## config.mk

```make
export PLATFORM = sky130hd
export DESIGN_NAME = cgcfg_top
export DESIGN_NICKNAME = d
export VERILOG_FILES = /design/src/design/cgcfg_pkg.sv /design/src/design/cgcfg_top.sv
export SDC_FILE = /design/constraint.sdc
export NUM_CORES = 1
export LEC_CHECK = 0
export BUFFER_PORTS_ARGS = -buffer_cell sky130_fd_sc_hd__buf_4
export CAP_MARGIN = 20
export CORE_ASPECT_RATIO = 1.25
export CORE_UTILIZATION = 35
export CTS_CLUSTER_SIZE = 12
export DETAILED_ROUTE_END_ITERATION = 7
export PLACE_DENSITY = 0.52
export SYNTH_ARGS = -nofsm -noshare
export SYNTH_HDL_FRONTEND = slang
export SYNTH_SLANG_ARGS = --single-unit
```

## constraint.sdc

```tcl
create_clock -name clk_sys -period 1.7 [get_ports clk_sys]
set_input_delay 0.17 -clock clk_sys [delete_from_list [all_inputs] [get_ports clk_sys]]
set_output_delay 0.17 -clock clk_sys [all_outputs]
set_load 0.05 [all_outputs]
```

## src/design/cgcfg_pkg.sv

```systemverilog
// Package with register offsets, field positions, reset values and decode constants of the clock generator.
package cgcfg_pkg;
   // ----------------------------------------
   // Register offsets
   // ----------------------------------------
   localparam logic [2:0] ADDR_CTRL_ONE = 3'h0;
   localparam logic [2:0] ADDR_CTRL_TWO = 3'h1;
   localparam logic [2:0] ADDR_STAT_ONE = 3'h2;
   localparam logic [2:0] ADDR_STAT_TWO = 3'h3;
   localparam logic [2:0] ADDR_FILT_HI = 3'h4;
   localparam logic [2:0] ADDR_FILT_LO = 3'h5;
   localparam logic [2:0] ADDR_TRIM = 3'h6;
   // ----------------------------------------
   // Field positions
   // ----------------------------------------
   localparam int C1_HIGH_GAIN = 7;
   localparam int C1_RANGE = 6;
   localparam int C1_REF_SEL = 5;
   localparam int C1_SRC_HI = 4;
   localparam int C1_SRC_LO = 3;
   localparam int C1_OSC_KEEP = 2;
   localparam int C1_LOSS_DIS = 1;
   localparam int C2_LOCK_RST = 7;
   localparam int C2_MUL_HI = 6;
   localparam int C2_MUL_LO = 4;
   localparam int C2_CLK_RST = 3;
   localparam int C2_DIV_HI = 2;
   localparam int S1_IRQ_FLAG = 0;
   localparam int S1_LOCK = 3;
   localparam int S1_LOCK_LOSS = 2;
   localparam int S1_CLK_LOSS = 1;
   localparam int S2_OSC_STABLE = 0;
   // ----------------------------------------
   // Reset values and decode constants
   // ----------------------------------------
   // Source field clear, so the generator leaves every reset in self-clocked mode.
   localparam logic [7:0] CTRL_ONE_RST = 8'h00;
   localparam logic [7:0] CTRL_TWO_RST = 8'h18;
   localparam logic [11:0] FILT_RST = 12'h000;
   localparam logic [7:0] TRIM_RST = 8'h80;
   localparam logic [1:0] SRC_LOCK_INT = 2'h1;
   localparam logic [1:0] SRC_LOCK_EXT = 2'h3;
   localparam logic [6:0] PRESCALE_LOW = 7'h40;
   localparam logic [6:0] PRESCALE_HIGH = 7'h01;
   localparam logic [4:0] MUL_BASE = 5'h04;
   localparam logic [2:0] INT_REF_DIV = 3'h7;
   localparam logic [3:0] FILT_UNUSED = 4'h0;
   localparam logic [15:0] CYCLES_PER_MS = 16'h4E20;
   typedef enum logic [1:0]
   {
      CG_SELF = 2'b00,
      CG_BYPASS = 2'b01,
      CG_LOCK_INT = 2'b10,
      CG_LOCK_EXT = 2'b11
   } cgcfg_mode_t;
endpackage

```

## src/design/cgcfg_top.sv

```systemverilog
// Clock generator configuration registers, mode decode and loss handling.
//
// Our own choices: the address-and-strobe port and the address map.
`timescale 1ns/10ps
// Notes on behaviour
// - After reset the generator sits in self-clocked mode, about 8 MHz output.
// - Locked-external output equals external reference times P times N over R.
// - Locked-internal output equals internal reference over 7, times 64, N, over R.
// - Control one bit 6 picks range: zero gives prescale 64, one gives 1 in locked-external mode only (other modes keep 64).
// - Source field bits 4:3: 11 is locked-external, 01 is locked-internal.
// - Bit 5 requests crystal oscillator; refSelect ignores it in locked-internal mode, clock-loss detection still uses it.
// - Control one bit 7 zero selects the standard low-power oscillator.
// - Control one bit 0 is unimplemented and always reads zero.
// - Control two bit 7 zero makes loss of lock an interrupt, not reset.
// - Control two bit 3 zero makes loss of clock an interrupt, not reset.
// - Multiply field bits 6:4 sets N; code 000 is 4, 011 is 10.
// - Divider field bits 2:0 sets R; code 000 is one, 001 is two.
// - Status one is read-only; a write clears the pending interrupt flag.
// - Filter value bits 11:0 adjusted by the loop; bits 15:12 read zero.
// - Eight-bit trim tunes internal reference; no effect with external crystal.
// - Multiply codes give N 4 to 18 step two; divider gives R 1 to 128.
// - High-gain select takes only the first write after any reset.
module cgcfg_top
   import cgcfg_pkg::*;
(
   input wire logic clk_sys,
   input wire logic rst_b,
   input wire logic [2:0] busAddr,
   input wire logic [7:0] busWrData,
   input wire logic busWrStb,
   input wire logic busRdStb,
   output logic [7:0] busRdData,
   input wire logic loopLocked,
   input wire logic refClockLost,
   input wire logic oscStable,
   input wire logic filterLoad,
   input wire logic [11:0] filterLoopValue,
   output logic [1:0] genMode,
   output logic rangeHigh,
   output logic [6:0] prescaleP,
   output logic [4:0] multiplyN,
   output logic [7:0] outputDividerR,
   output logic refSelect,
   output logic highGainSelect,
   output logic oscStopKeep,
   output logic lossDetectDisable,
   output logic [7:0] internalRefTrim,
   output logic [11:0] loopFilterValue,
   output logic genIrqReq,
   output logic genResetReq
);
   logic [7:0] ctrlOne_reg;
   logic [7:0] ctrlTwo_reg;
   logic hgWritten_reg;
   logic [11:0] filt_reg;
   logic [7:0] trim_reg;
   logic irqFlag_reg;
   logic lockLoss_reg;
   logic clkLoss_reg;
   logic lockPrev_reg;
   logic [7:0] rdData_next;
   logic [1:0] srcSel;
   logic lockLossEvt;
   logic clkLossEvt;
   logic wrOne;
   logic wrTwo;
   cgcfg_mode_t mode_next;

   assign srcSel = ctrlOne_reg[C1_SRC_HI:C1_SRC_LO];
   assign wrOne = busWrStb && (busAddr == ADDR_CTRL_ONE);
   assign wrTwo = busWrStb && (busAddr == ADDR_CTRL_TWO);
   assign lockLossEvt = lockPrev_reg && !loopLocked && srcSel[0];
   assign clkLossEvt = refClockLost && !ctrlOne_reg[C1_LOSS_DIS] && ctrlOne_reg[C1_REF_SEL];

   // ----------------------------------------
   // Control registers
   // ----------------------------------------
   always_ff @(posedge clk_sys or negedge rst_b)
   begin
      if (!rst_b)
      begin
         ctrlOne_reg <= CTRL_ONE_RST;
         hgWritten_reg <= 1'b0;
      end
      else if (wrOne)
      begin
         ctrlOne_reg[6:1] <= busWrData[6:1];
         ctrlOne_reg[0] <= 1'b0;
         if (!hgWritten_reg)
         begin
            ctrlOne_reg[C1_HIGH_GAIN] <= busWrData[C1_HIGH_GAIN];
            hgWritten_reg <= 1'b1;
         end
      end
   end

   always_ff @(posedge clk_sys or negedge rst_b)
   begin
      if (!rst_b)
         ctrlTwo_reg <= CTRL_TWO_RST;
      else if (wrTwo)
         ctrlTwo_reg <= busWrData;
   end

   always_ff @(posedge clk_sys or negedge rst_b)
   begin
      if (!rst_b)
         trim_reg <= TRIM_RST;
      else if (busWrStb && busAddr == ADDR_TRIM)
         trim_reg <= busWrData;
   end

   // The loop load wins while locked (source bit 3 set); software writes land in any mode when no load is pending.
   always_ff @(posedge clk_sys or negedge rst_b)
   begin
      if (!rst_b)
         filt_reg <= FILT_RST;
      else if (filterLoad && srcSel[0])
         filt_reg <= filterLoopValue;
      else if (busWrStb && busAddr == ADDR_FILT_HI)
         filt_reg[11:8] <= busWrData[3:0];
      else if (busWrStb && busAddr == ADDR_FILT_LO)
         filt_reg[7:0] <= busWrData;
   end

   // ----------------------------------------
   // Loss events and interrupt flag
   // ----------------------------------------
   always_ff @(posedge clk_sys or negedge rst_b)
   begin
      if (!rst_b)
         lockPrev_reg <= 1'b0;
      else
         lockPrev_reg <= loopLocked;
   end

   // A new event in the clearing cycle keeps its loss flag set, and the interrupt flag too when that event is routed to the interrupt.
   always_ff @(posedge clk_sys or negedge rst_b)
   begin
      if (!rst_b)
      begin
         irqFlag_reg <= 1'b0;
         lockLoss_reg <= 1'b0;
         clkLoss_reg <= 1'b0;
      end
      else
      begin
         if (lockLossEvt)
            lockLoss_reg <= 1'b1;
         else if (busWrStb && busAddr == ADDR_STAT_ONE)
            lockLoss_reg <= 1'b0;
         if (clkLossEvt)
            clkLoss_reg <= 1'b1;
         else if (busWrStb && busAddr == ADDR_STAT_ONE)
            clkLoss_reg <= 1'b0;
         if ((lockLossEvt && !ctrlTwo_reg[C2_LOCK_RST]) || (clkLossEvt && !ctrlTwo_reg[C2_CLK_RST]))
            irqFlag_reg <= 1'b1;
         else if (busWrStb && busAddr == ADDR_STAT_ONE)
            irqFlag_reg <= 1'b0;
      end
   end

   always_ff @(posedge clk_sys or negedge rst_b)
   begin
      if (!rst_b)
      begin
         genIrqReq <= 1'b0;
         genResetReq <= 1'b0;
      end
      else
      begin
         genIrqReq <= irqFlag_reg;
         genResetReq <= (lockLossEvt && ctrlTwo_reg[C2_LOCK_RST]) || (clkLossEvt && ctrlTwo_reg[C2_CLK_RST]);
      end
   end

   // ----------------------------------------
   // Mode and factor decode
   // ----------------------------------------
   always_comb
   begin
      case (srcSel)
         SRC_LOCK_EXT: mode_next = CG_LOCK_EXT;
         SRC_LOCK_INT: mode_next = CG_LOCK_INT;
         2'h2: mode_next = CG_BYPASS;
         default: mode_next = CG_SELF;
      endcase
   end

   // Locked-internal mode always uses the 64 prescale and the internal reference over seven.
   always_ff @(posedge clk_sys or negedge rst_b)
   begin
      if (!rst_b)
      begin
         genMode <= CG_SELF;
         rangeHigh <= 1'b0;
         prescaleP <= PRESCALE_LOW;
         multiplyN <= MUL_BASE;
         outputDividerR <= 8'h01;
         refSelect <= 1'b0;
         highGainSelect <= 1'b0;
         oscStopKeep <= 1'b0;
         lossDetectDisable <= 1'b0;
         internalRefTrim <= TRIM_RST;
         loopFilterValue <= FILT_RST;
      end
      else
      begin
         genMode <= mode_next;
         rangeHigh <= ctrlOne_reg[C1_RANGE];
         if (mode_next == CG_LOCK_EXT && ctrlOne_reg[C1_RANGE])
            prescaleP <= PRESCALE_HIGH;
         else
            prescaleP <= PRESCALE_LOW;
         multiplyN <= MUL_BASE + {1'b0, ctrlTwo_reg[C2_MUL_HI:C2_MUL_LO], 1'b0};
         outputDividerR <= 8'h01 << ctrlTwo_reg[C2_DIV_HI:0];
         refSelect <= (mode_next == CG_LOCK_INT) ? 1'b0 : ctrlOne_reg[C1_REF_SEL];
         highGainSelect <= ctrlOne_reg[C1_HIGH_GAIN];
         oscStopKeep <= ctrlOne_reg[C1_OSC_KEEP];
         lossDetectDisable <= ctrlOne_reg[C1_LOSS_DIS];
         internalRefTrim <= trim_reg;
         loopFilterValue <= filt_reg;
      end
   end

   // ----------------------------------------
   // Read port
   // ----------------------------------------
   always_comb
   begin
      rdData_next = 8'h00;
      case (busAddr)
         ADDR_CTRL_ONE: rdData_next = {ctrlOne_reg[7:1], 1'b0};
         ADDR_CTRL_TWO: rdData_next = ctrlTwo_reg;
         ADDR_STAT_ONE: rdData_next = {4'h0, loopLocked, lockLoss_reg, clkLoss_reg, irqFlag_reg};
         ADDR_STAT_TWO: rdData_next = {7'h00, oscStable};
         ADDR_FILT_HI: rdData_next = {FILT_UNUSED, filt_reg[11:8]};
         ADDR_FILT_LO: rdData_next = filt_reg[7:0];
         ADDR_TRIM: rdData_next = trim_reg;
         default: rdData_next = 8'h00;
      endcase
   end

   always_ff @(posedge clk_sys or negedge rst_b)
   begin
      if (!rst_b)
         busRdData <= 8'h00;
      else if (busRdStb)
         busRdData <= rdData_next;
      else
         busRdData <= 8'h00;
   end
endmodule

```

== Word-level counts from Yosys, hierarchy flattened ==
Cells that the tools add are included.

* Bits in registers: 97
* Input port bits: 31
* Output and inout port bits: 57
* Logic and storage cells: 83

* Add/subtract/negate cells: 1
* Eq/ne operators: 12
* Shift-type cells: 1
* Muxes and demuxes: 13
* Bitwise operators: 1
* Reductions and logical operators: 30

{| class="wikitable"
|+ Operator list
! cell !! number
|-
| $pmux 8 s7 || 1
|-
| $mux 8 || 3
|-
| $logic_and 1x1->1 || 16
|-
| $mux 12 || 1
|-
| $reduce_bool 2->1 || 5
|-
| $eq 3x3->1 const B || 3
|-
| $eq 2x2->1 const B || 4
|-
| $shl 1x3->8 const A || 1
|-
| $mux 7 || 1
|-
| $eq 3x2->1 const B || 2
|-
| $pmux 2 s3 || 1
|-
| $add 3x4->5 const A || 1
|-
| $mux 1 || 5
|-
| $logic_not 1->1 || 4
|-
| $mux 4 || 1
|-
| $reduce_and 2->1 || 2
|-
| $eq 3x1->1 const B || 1
|-
| $logic_not 3->1 || 1
|-
| $eq 2x1->1 const B || 1
|-
| $logic_or 1x1->1 || 2
|-
| $ne 2x2->1 const B || 1
|-
| $not 1->1 || 1
|}

== Logic depth before layout (Yosys ltp) ==
Gate-level depths: netlist of run 1.

* Word-level depth: 6
* Mapped depth: 6
* Mapped depth without buffers: 4

== Worst setup path before layout of run 1 ==
No wires, ideal clock.

* Kind: input -> register
* Start: input busAddr[1]
* End: register ctrlTwo_reg[1]
* Setup time: 0.125 ns
* Data arrival time: 1.167 ns
* Required time: 1.575 ns
* Setup slack: 0.408 ns
* Stages: 5
* Path buffers: 2
* Cells stage by stage: buf_6 > nand2b_4 > nor3b_2 > buf_4 > mux2_2

* Longest elaborated chain between the ends: 2

{| class="wikitable"
|+ RTL lines
! item !! RTL line !! source
|-
| from (decl) || cgcfg_top.sv:28 || <nowiki>input wire logic [2:0] busAddr,</nowiki>
|-
| $eq 3x1->1 || cgcfg_top.sv:71 || <nowiki>assign wrTwo = busWrStb && (busAddr == ADDR_CTRL_TWO);</nowiki>
|-
| $logic_and 1x1->1 || cgcfg_top.sv:71 ||
|-
| to (signal assigned) || cgcfg_top.sv:102 || <nowiki>ctrlTwo_reg <= busWrData;</nowiki>
|-
| to (decl) || cgcfg_top.sv:53 || <nowiki>logic [7:0] ctrlTwo_reg;</nowiki>
|}

Every way passes these cells.
A chain may end at the register's enable or synchronous reset.

== Worst setup path in the final report of run 1 ==
* Start: register ctrlTwo_reg[2]
* End: register busRdData[2]

* Longest elaborated chain between the ends: 2

{| class="wikitable"
|+ RTL lines
! item !! RTL line !! source
|-
| $pmux 8 s7 || cgcfg_top.sv:232 || <nowiki>case (busAddr)</nowiki>
|-
| $mux 8 || cgcfg_top.sv:248 || <nowiki>else if (busRdStb)</nowiki>
|-
| to (signal assigned) || cgcfg_top.sv:249 || <nowiki>busRdData <= rdData_next;</nowiki>
|-
| to (decl) || cgcfg_top.sv:32 || <nowiki>output logic [7:0] busRdData,</nowiki>
|}

Every way passes these cells.

==> results of run 1 <==
## metrics by stage
| step | utilization | setup WS (ns) | instances |
|---|---|---|---|
| floorplan | - | 0.4081 | 272 |
| global placement | 0.4392 | 0.1761 | 466 |
| CTS | 0.4667 | 0.4219 | 483 |
| detailed placement | 0.4392 | 0.1287 | 466 |
| finish | 0.4667 | 0.4335 | 483 |
| global route | 0.4667 | 0.3582 | 483 |
## kinds of logic after synthesis
| family | after synthesis | synth area share |
|---|---|---|
| AO/OA/AOI/OAI | 41 | 0.07116 |
| flip-flops | 91 | 0.6435 |
| multiplexers | 43 | 0.1331 |
| buffers and inverters | 26 | 0.04332 |
| other | 1 | 0.001056 |
| AND/OR/NAND/NOR | 64 | 0.1043 |
| adder cells (fa/ha/maj) | 1 | 0.003522 |
## power groups by stage
stage / Sequential [mW] / Combinational, mW / Clock [mW]
floorplan: 3.85 / 0.565 / 0
global placement: 3.05 / 2.11 / 0
detailed placement: 3.04 / 2.12 / 0
CTS: 3.01 / 2.13 / 1.77
global route: 3.06 / 2.22 / 1.86
finish: 3.00 / 2.11 / 1.72
## layer usage
| layer | vias up | global-route usage | wire length (um) |
|---|---|---|---|
| li1 | 1078 | - | - |
| met1 | 1110 | 0.2142 | 3495 |
| met2 | 63 | 0.2507 | 3842 |
| met3 | 13 | 0.02922 | 330 |
| met4 | 0 | 0.09063 | 191 |
| met5 | - | 0 | 0 |
## timing repair
| item | CTS | global route |
|---|---|---|
| hold buffers | 2 | 0 |
| endpoints found under the hold margin | 31 | 0 |
| gates resized for setup | 0 | 0 |
## placed cells by master, fill, tap and decap left out, drive strengths merged, types with 5 or more instances in the layout
master,instances
a21oi,21
nor3b,6
clkbuf,15
conb,6
mux2i,21
mux2,21
inv,5
dfstp,7
nand2,16
o21ai,9
nor3,5
buf,89
nor2,20
dfrtp,84
## Yosys cell counts, types with 2 or more instances
cell,count,share of area
clkbuf_1,6,0.0063
buf_4,8,0.017
and2b_1,2,0.0042
a21oi_1,21,0.030
nand2_1,15,0.016
buf_2,3,0.0042
and3b_1,2,0.0049
o21ai_0,8,0.011
nor3_1,4,0.0056
nand3b_1,4,0.0085
dfstp_2,7,0.052
mux2i_1,21,0.059
inv_1,5,0.0053
a22o_1,3,0.0074
mux2_2,20,0.063
nor2_1,20,0.021
nor3b_1,4,0.0085
buf_6,3,0.0095
a21boi_0,2,0.0042
dfrtp_1,84,0.59
nand3_1,2,0.0028
## critical path, delay by kind of cell, from the launching register on
| kind | cells | cell delay, ns |
|---|---|---|
| flops | 1 | 0.47 |
| compound gates | 1 | 0.09 |
| mux | 1 | 0.47 |
| simple gates | 1 | 0.10 |
## worst max-delay path by stage
stage,from,endpoint,slack (ns),depth (start not counted)
after detailed placement,busAddr[1],ctrlOne_reg[7],0.13,5
after global routing,ctrlTwo_reg[2],busRdData[2],0.36,3
after floorplan,busAddr[1],ctrlTwo_reg[1],0.41,5
after CTS,ctrlTwo_reg[2],busRdData[2],0.42,3
after global placement,busAddr[1],ctrlOne_reg[7],0.18,5
final,ctrlTwo_reg[2],busRdData[2],0.43,3
## final cells by class
| class | instances | area share |
|---|---|---|
| timing repair buffer | 91 | 0.1566 |
| clock buffer | 15 | 0.05440 |
| sequential | 91 | 0.5019 |
| tap | 126 | 0.03462 |
| inverter | 5 | 0.004121 |
| multi-input combinational | 155 | 0.2484 |
==> reports/metrics.yaml, run 1 <==
clock_tree:
  cts_tree: "done"
  cts_setup_buffers: 0
  clk_latency_ns: 0.34
  clkTransAtPathRegs_ns: 0.06
  cts-root-buf: "clkbuf_16"
  htreeDepth: 3
  cts_sinks: 91
  ctsLongestPathBuffers: 2
  numCtsBuffers: 9
logic_synthesis:
  async_flop_share: 1.000
  ys_seq_area_frac: 0.6435
  synth.distinct_cells: 44
  avgSynthCellArea_um2: 13.30
  yosys_warnings: 0
  synth_enable_flop_cells: 0
  synth_ff_type: "dfrtp_1"
  netlist_instances: 267
  synthesis.area_mm2: 0.003552
  synth_seq_cells: 91
final_layout:
  regArea_mm2: 0.002286
  multi_input_comb_area_mm2: 0.001131
  fillCellCount: 927
  area_delta_synth_final_pct: 28.21
  final_area_mm2: 0.004554
  finalNetCount: 385
  antenna_cells: 0
  drive_above_1_share: 0.3866
critical_path:
  critPathSlowestCell: "dfrtp_1"
  worst_ep_arrival_time_ns: 1.48
  worstReg2RegStart: "ctrlTwo_reg[2]"
  r2r_end: "busRdData[2]"
  startpoint_type: "flop"
  cp_cell_sequence: "mux4_2 -> nand3b_1 -> o21ai_0"
  ff2ff_path_depth: 3
  max_stage_delay_ns: 0.47
  critPathMaxFanout: 10
  r2r_slack_ns: 0.43
  crit_type: "flop to flop"
  critical_path_required_ns: 1.92
  cp-end-kind: "flop"
detailed_routing:
  dr_total_vias: 2264
  drc: 0
  wirelength_mm: 7.860
  dr.pass1.iters: 4
  antenna_left: 0
  avgRoutedWirePerCell_um: 16.27
  viasPerCell: 4.687
  drtIter0Drc: 66
die:
  initial_core_util: 0.3640
  dieArea_mm2: 0.01056
  io_pins: 88
  core-area_mm2: 0.009759
  row_count: 40
  die_x_um: 92.11
  die_h_um: 114.6
global_route:
  grt_pass1_vias: 2200
  overflow: 0
  grt_pass1_wl_mm: 12.18
  grt_max_degree: 39
  grtUsageTotal: 0.1616
  antenna_found_initial: 0
power:
  peakVddDrop_mv: 0.5600
  clkPwrFrac: 0.252
  pwr-share-comb: 0.309
  swShare: 0.3601
  p_leak_nw: 2.154
  power_density_mw_per_mm2: 1499
  p_sw_mw: 2.459
  pwr-share-seq: 0.439
  p_int_mw: 4.369
  power_mw: 6.828
place:
  portBuffers: 81
  place_hpwl_mm: 5.669
  routabilityCongestion: 0.7438
  place_area_mm2: 0.004287
worst_hold_path:
  min_path_cells: 3
  hold_class: "primary input to flop"
  min-delay-start: "busWrData[4]"
  min_to: "ctrlOne_reg[4]"
timing:
  worst_pin_slew_ns: 0.5922
  period_needed_ns: 1.267
  slew-limit-headroom: 0.6039
  max_freq_ghz: 0.7895
  fin_skew_ns: 0.004663
  tns_ns: 0
  hold_viol_final: 0
  rsz0062_at_grt: "no"
  hold_ws_ns: 0.07708
  setup_viol: 0
  period_share: 0.7450
  slew_viol_final: 0
run:
  maxCapViolations: 0
status:
  outcome: "completed"
No activity file was read; power rests on OpenSTA's default activity.
==> run 2: changes to the inputs <==
--- a/config.mk
+++ b/config.mk
@@ -11,7 +11,7 @@
 export CORE_UTILIZATION = 35
 export CTS_CLUSTER_SIZE = 12
 export DETAILED_ROUTE_END_ITERATION = 7
-export PLACE_DENSITY = 0.52
+export PLACE_DENSITY = 0.54
 export SYNTH_ARGS = -nofsm -noshare
 export SYNTH_HDL_FRONTEND = slang
 export SYNTH_SLANG_ARGS = --single-unit
==> constraint.sdc (replaced) <==
create_clock -name clk_sys -period 1 [get_ports clk_sys]
set_input_delay 0.1 -clock clk_sys [delete_from_list [all_inputs] [get_ports clk_sys]]
set_output_delay 0.1 -clock clk_sys [all_outputs]
set_load 0.05 [all_outputs]
==> run 2 against run 1 <==
  * The flow now finishes with violations (negative setup slack)
  * Die area did not move
  * Via count increased by 9.9%
  * Count of clock-buffer cells in the layout fell by 1
  * Non-clock buffer count is 51 higher
  * Critical path depth unchanged
  * Flip-flop and latch count stayed put
  * Core utilization is 7.6 points higher
  * Clock power is 84% higher
  * Global-route usage increased by 0.28 points
  * Total power is 89% higher
  * Final cell count is 11% higher
  * Critical endpoint unchanged
  * Largest cell class unchanged
==> reports/metrics.yaml, run 2 (synthesized netlist as in run 1, its figures left out) <==
status:
  outcome: "finished, violations left"
  violations: "negative setup slack"
worst_hold_path:
  hold_class: "primary input to flop"
  min-delay-start: "filterLoopValue[11]"
final_layout:
  fin_util: 0.5424
  finalNetCount: 436
  area_delta_synth_final_pct: 49.03
  drive_above_1_share: 0.5159
  final_common_cell: "buf_4"
  antenna_cells: 0
  final_cell_mix: "89 x buf_4, 83 x dfrtp_1, 43 x buf_6, 19 x mux2i_1, 17 x a21oi_1"
  final_area_mm2: 0.005294
  final_cells: 535
detailed_routing:
  dr_total_vias: 2489
  avgRoutedWirePerCell_um: 15.41
  wirelength_mm: 8.247
  drc: 0
  viasPerCell: 4.652
  drtIter0Drc: 100
  antenna_left: 0
  dr.pass1.iters: 4
place:
  place_area_mm2: 0.004674
  portBuffers: 81
  place_hpwl_mm: 5.978
  routabilityCongestion: 0.7538
  dp_cells: 511
die:
  die_x_um: 92.11
  core-area_mm2: 0.009759
  io_pins: 88
  die_h_um: 114.6
  dieArea_mm2: 0.01056
  row_count: 40
  initial_core_util: 0.3640
clock_tree:
  clkTransAtPathRegs_ns: 0.06
  cts_sinks: 91
  cts_tree: "done"
  htreeDepth: 3
  cts-root-buf: "clkbuf_16"
  numCtsBuffers: 9
  clk_latency_ns: 0.34
  ctsLongestPathBuffers: 2
power:
  power_mw: 12.87
  peakVddDrop_mv: 0.9491
  power_density_mw_per_mm2: 2431
  p_leak_nw: 2.508
critical_path:
  critPathMaxFanout: 2
  cp-end-kind: "flop"
  worst_ep_arrival_time_ns: 1.37
  crit_start: "filt_reg[2]"
  crit_type: "flop to flop"
  critical_path_required_ns: 1.21
  startpoint_type: "flop"
  worstReg2RegStart: "filt_reg[2]"
timing:
  period_needed_ns: 1.153
  slew_viol_final: 0
  fin_skew_ns: 0.007649
  rsz0062_at_grt: "yes"
  hold_viol_final: 0
  hold_ws_ns: 0.008277
  fin_ws_ns: -0.1529
  setup_viol: 22
  max_freq_ghz: 0.8673
  period_share: 1.153
run:
  maxCapViolations: 0
global_route:
  grt_pass1_wl_mm: 12.93
  grt_pass1_vias: 2482
  grtUsageTotal: 0.1645
  grt_max_degree: 47
  overflow: 0
  antenna_found_initial: 0
## run 2: area by class of cell
class / count / area [um^2]
Inverter: 5 / 18.77
Clock buffer: 14 / 274.0
Sequential cell: 91 / 2287
Multi-Input combinational cell: 155 / 1234
Timing Repair Buffer: 142 / 1313
Tap cell: 126 / 157.7
Clock inverter: 2 / 10.01
Fill cell: 869 / 4466
## run 2: critical path: stages, from the launching register on
cell	delay [ns]
dfrtp_1	0.38
mux4_2	0.47
nand3b_1	0.10
o21ai_1	0.08
## run 2: through the flow
| stage | setup slack [ns] | TNS (ns) |
|---|---|---|
| CTS | -0.1577 | -2.186 |
| floorplan | -0.1816 | -2.765 |
| finish | -0.1529 | -1.834 |
| detailed placement | -0.2321 | -6.903 |
| global placement | -0.2206 | -6.407 |
| global route | -0.2137 | -2.985 |
## run 2: repair_timing
action,4_1_cts,5_1_grt
gates resized for setup,25,49
hold buffers,2,0
endpoints found under the hold margin,85,0
pin swaps,8,8
buffers inserted,2,3
endpoints found under the setup margin,31,52
gates cloned,0,1
## run 2: metal layers
metal,vias up,track usage,share of wire
met3,7,0.03386,0.033
met5,-,0,0
met2,56,0.2562,0.49
met4,0,0.06875,0.017
met1,1239,0.2240,0.46
li1,1187,-,-
## run 2: worst paths after layout
path | end | slack [ns] | cells past startpoint
worst max-delay path | busRdData[2] | -0.15 | 3
worst min-delay path | filt_reg[11] | 0.008 | 3
worst max register to register | busRdData[2] | -0.15 | 3
worst min register to register | internalRefTrim[3] | 0.41 | 0
max in group asynchronous | ctrlTwo_reg[4] | 0.30 | 3
min in group asynchronous | loopFilterValue[8] | 0.15 | 2
## run 2: where the power goes
part           total, mW  internal, mW  switching, mW
clock network       3.17          1.88           1.29
logic               4.60          1.94           2.67
registers           5.09          4.57          0.528
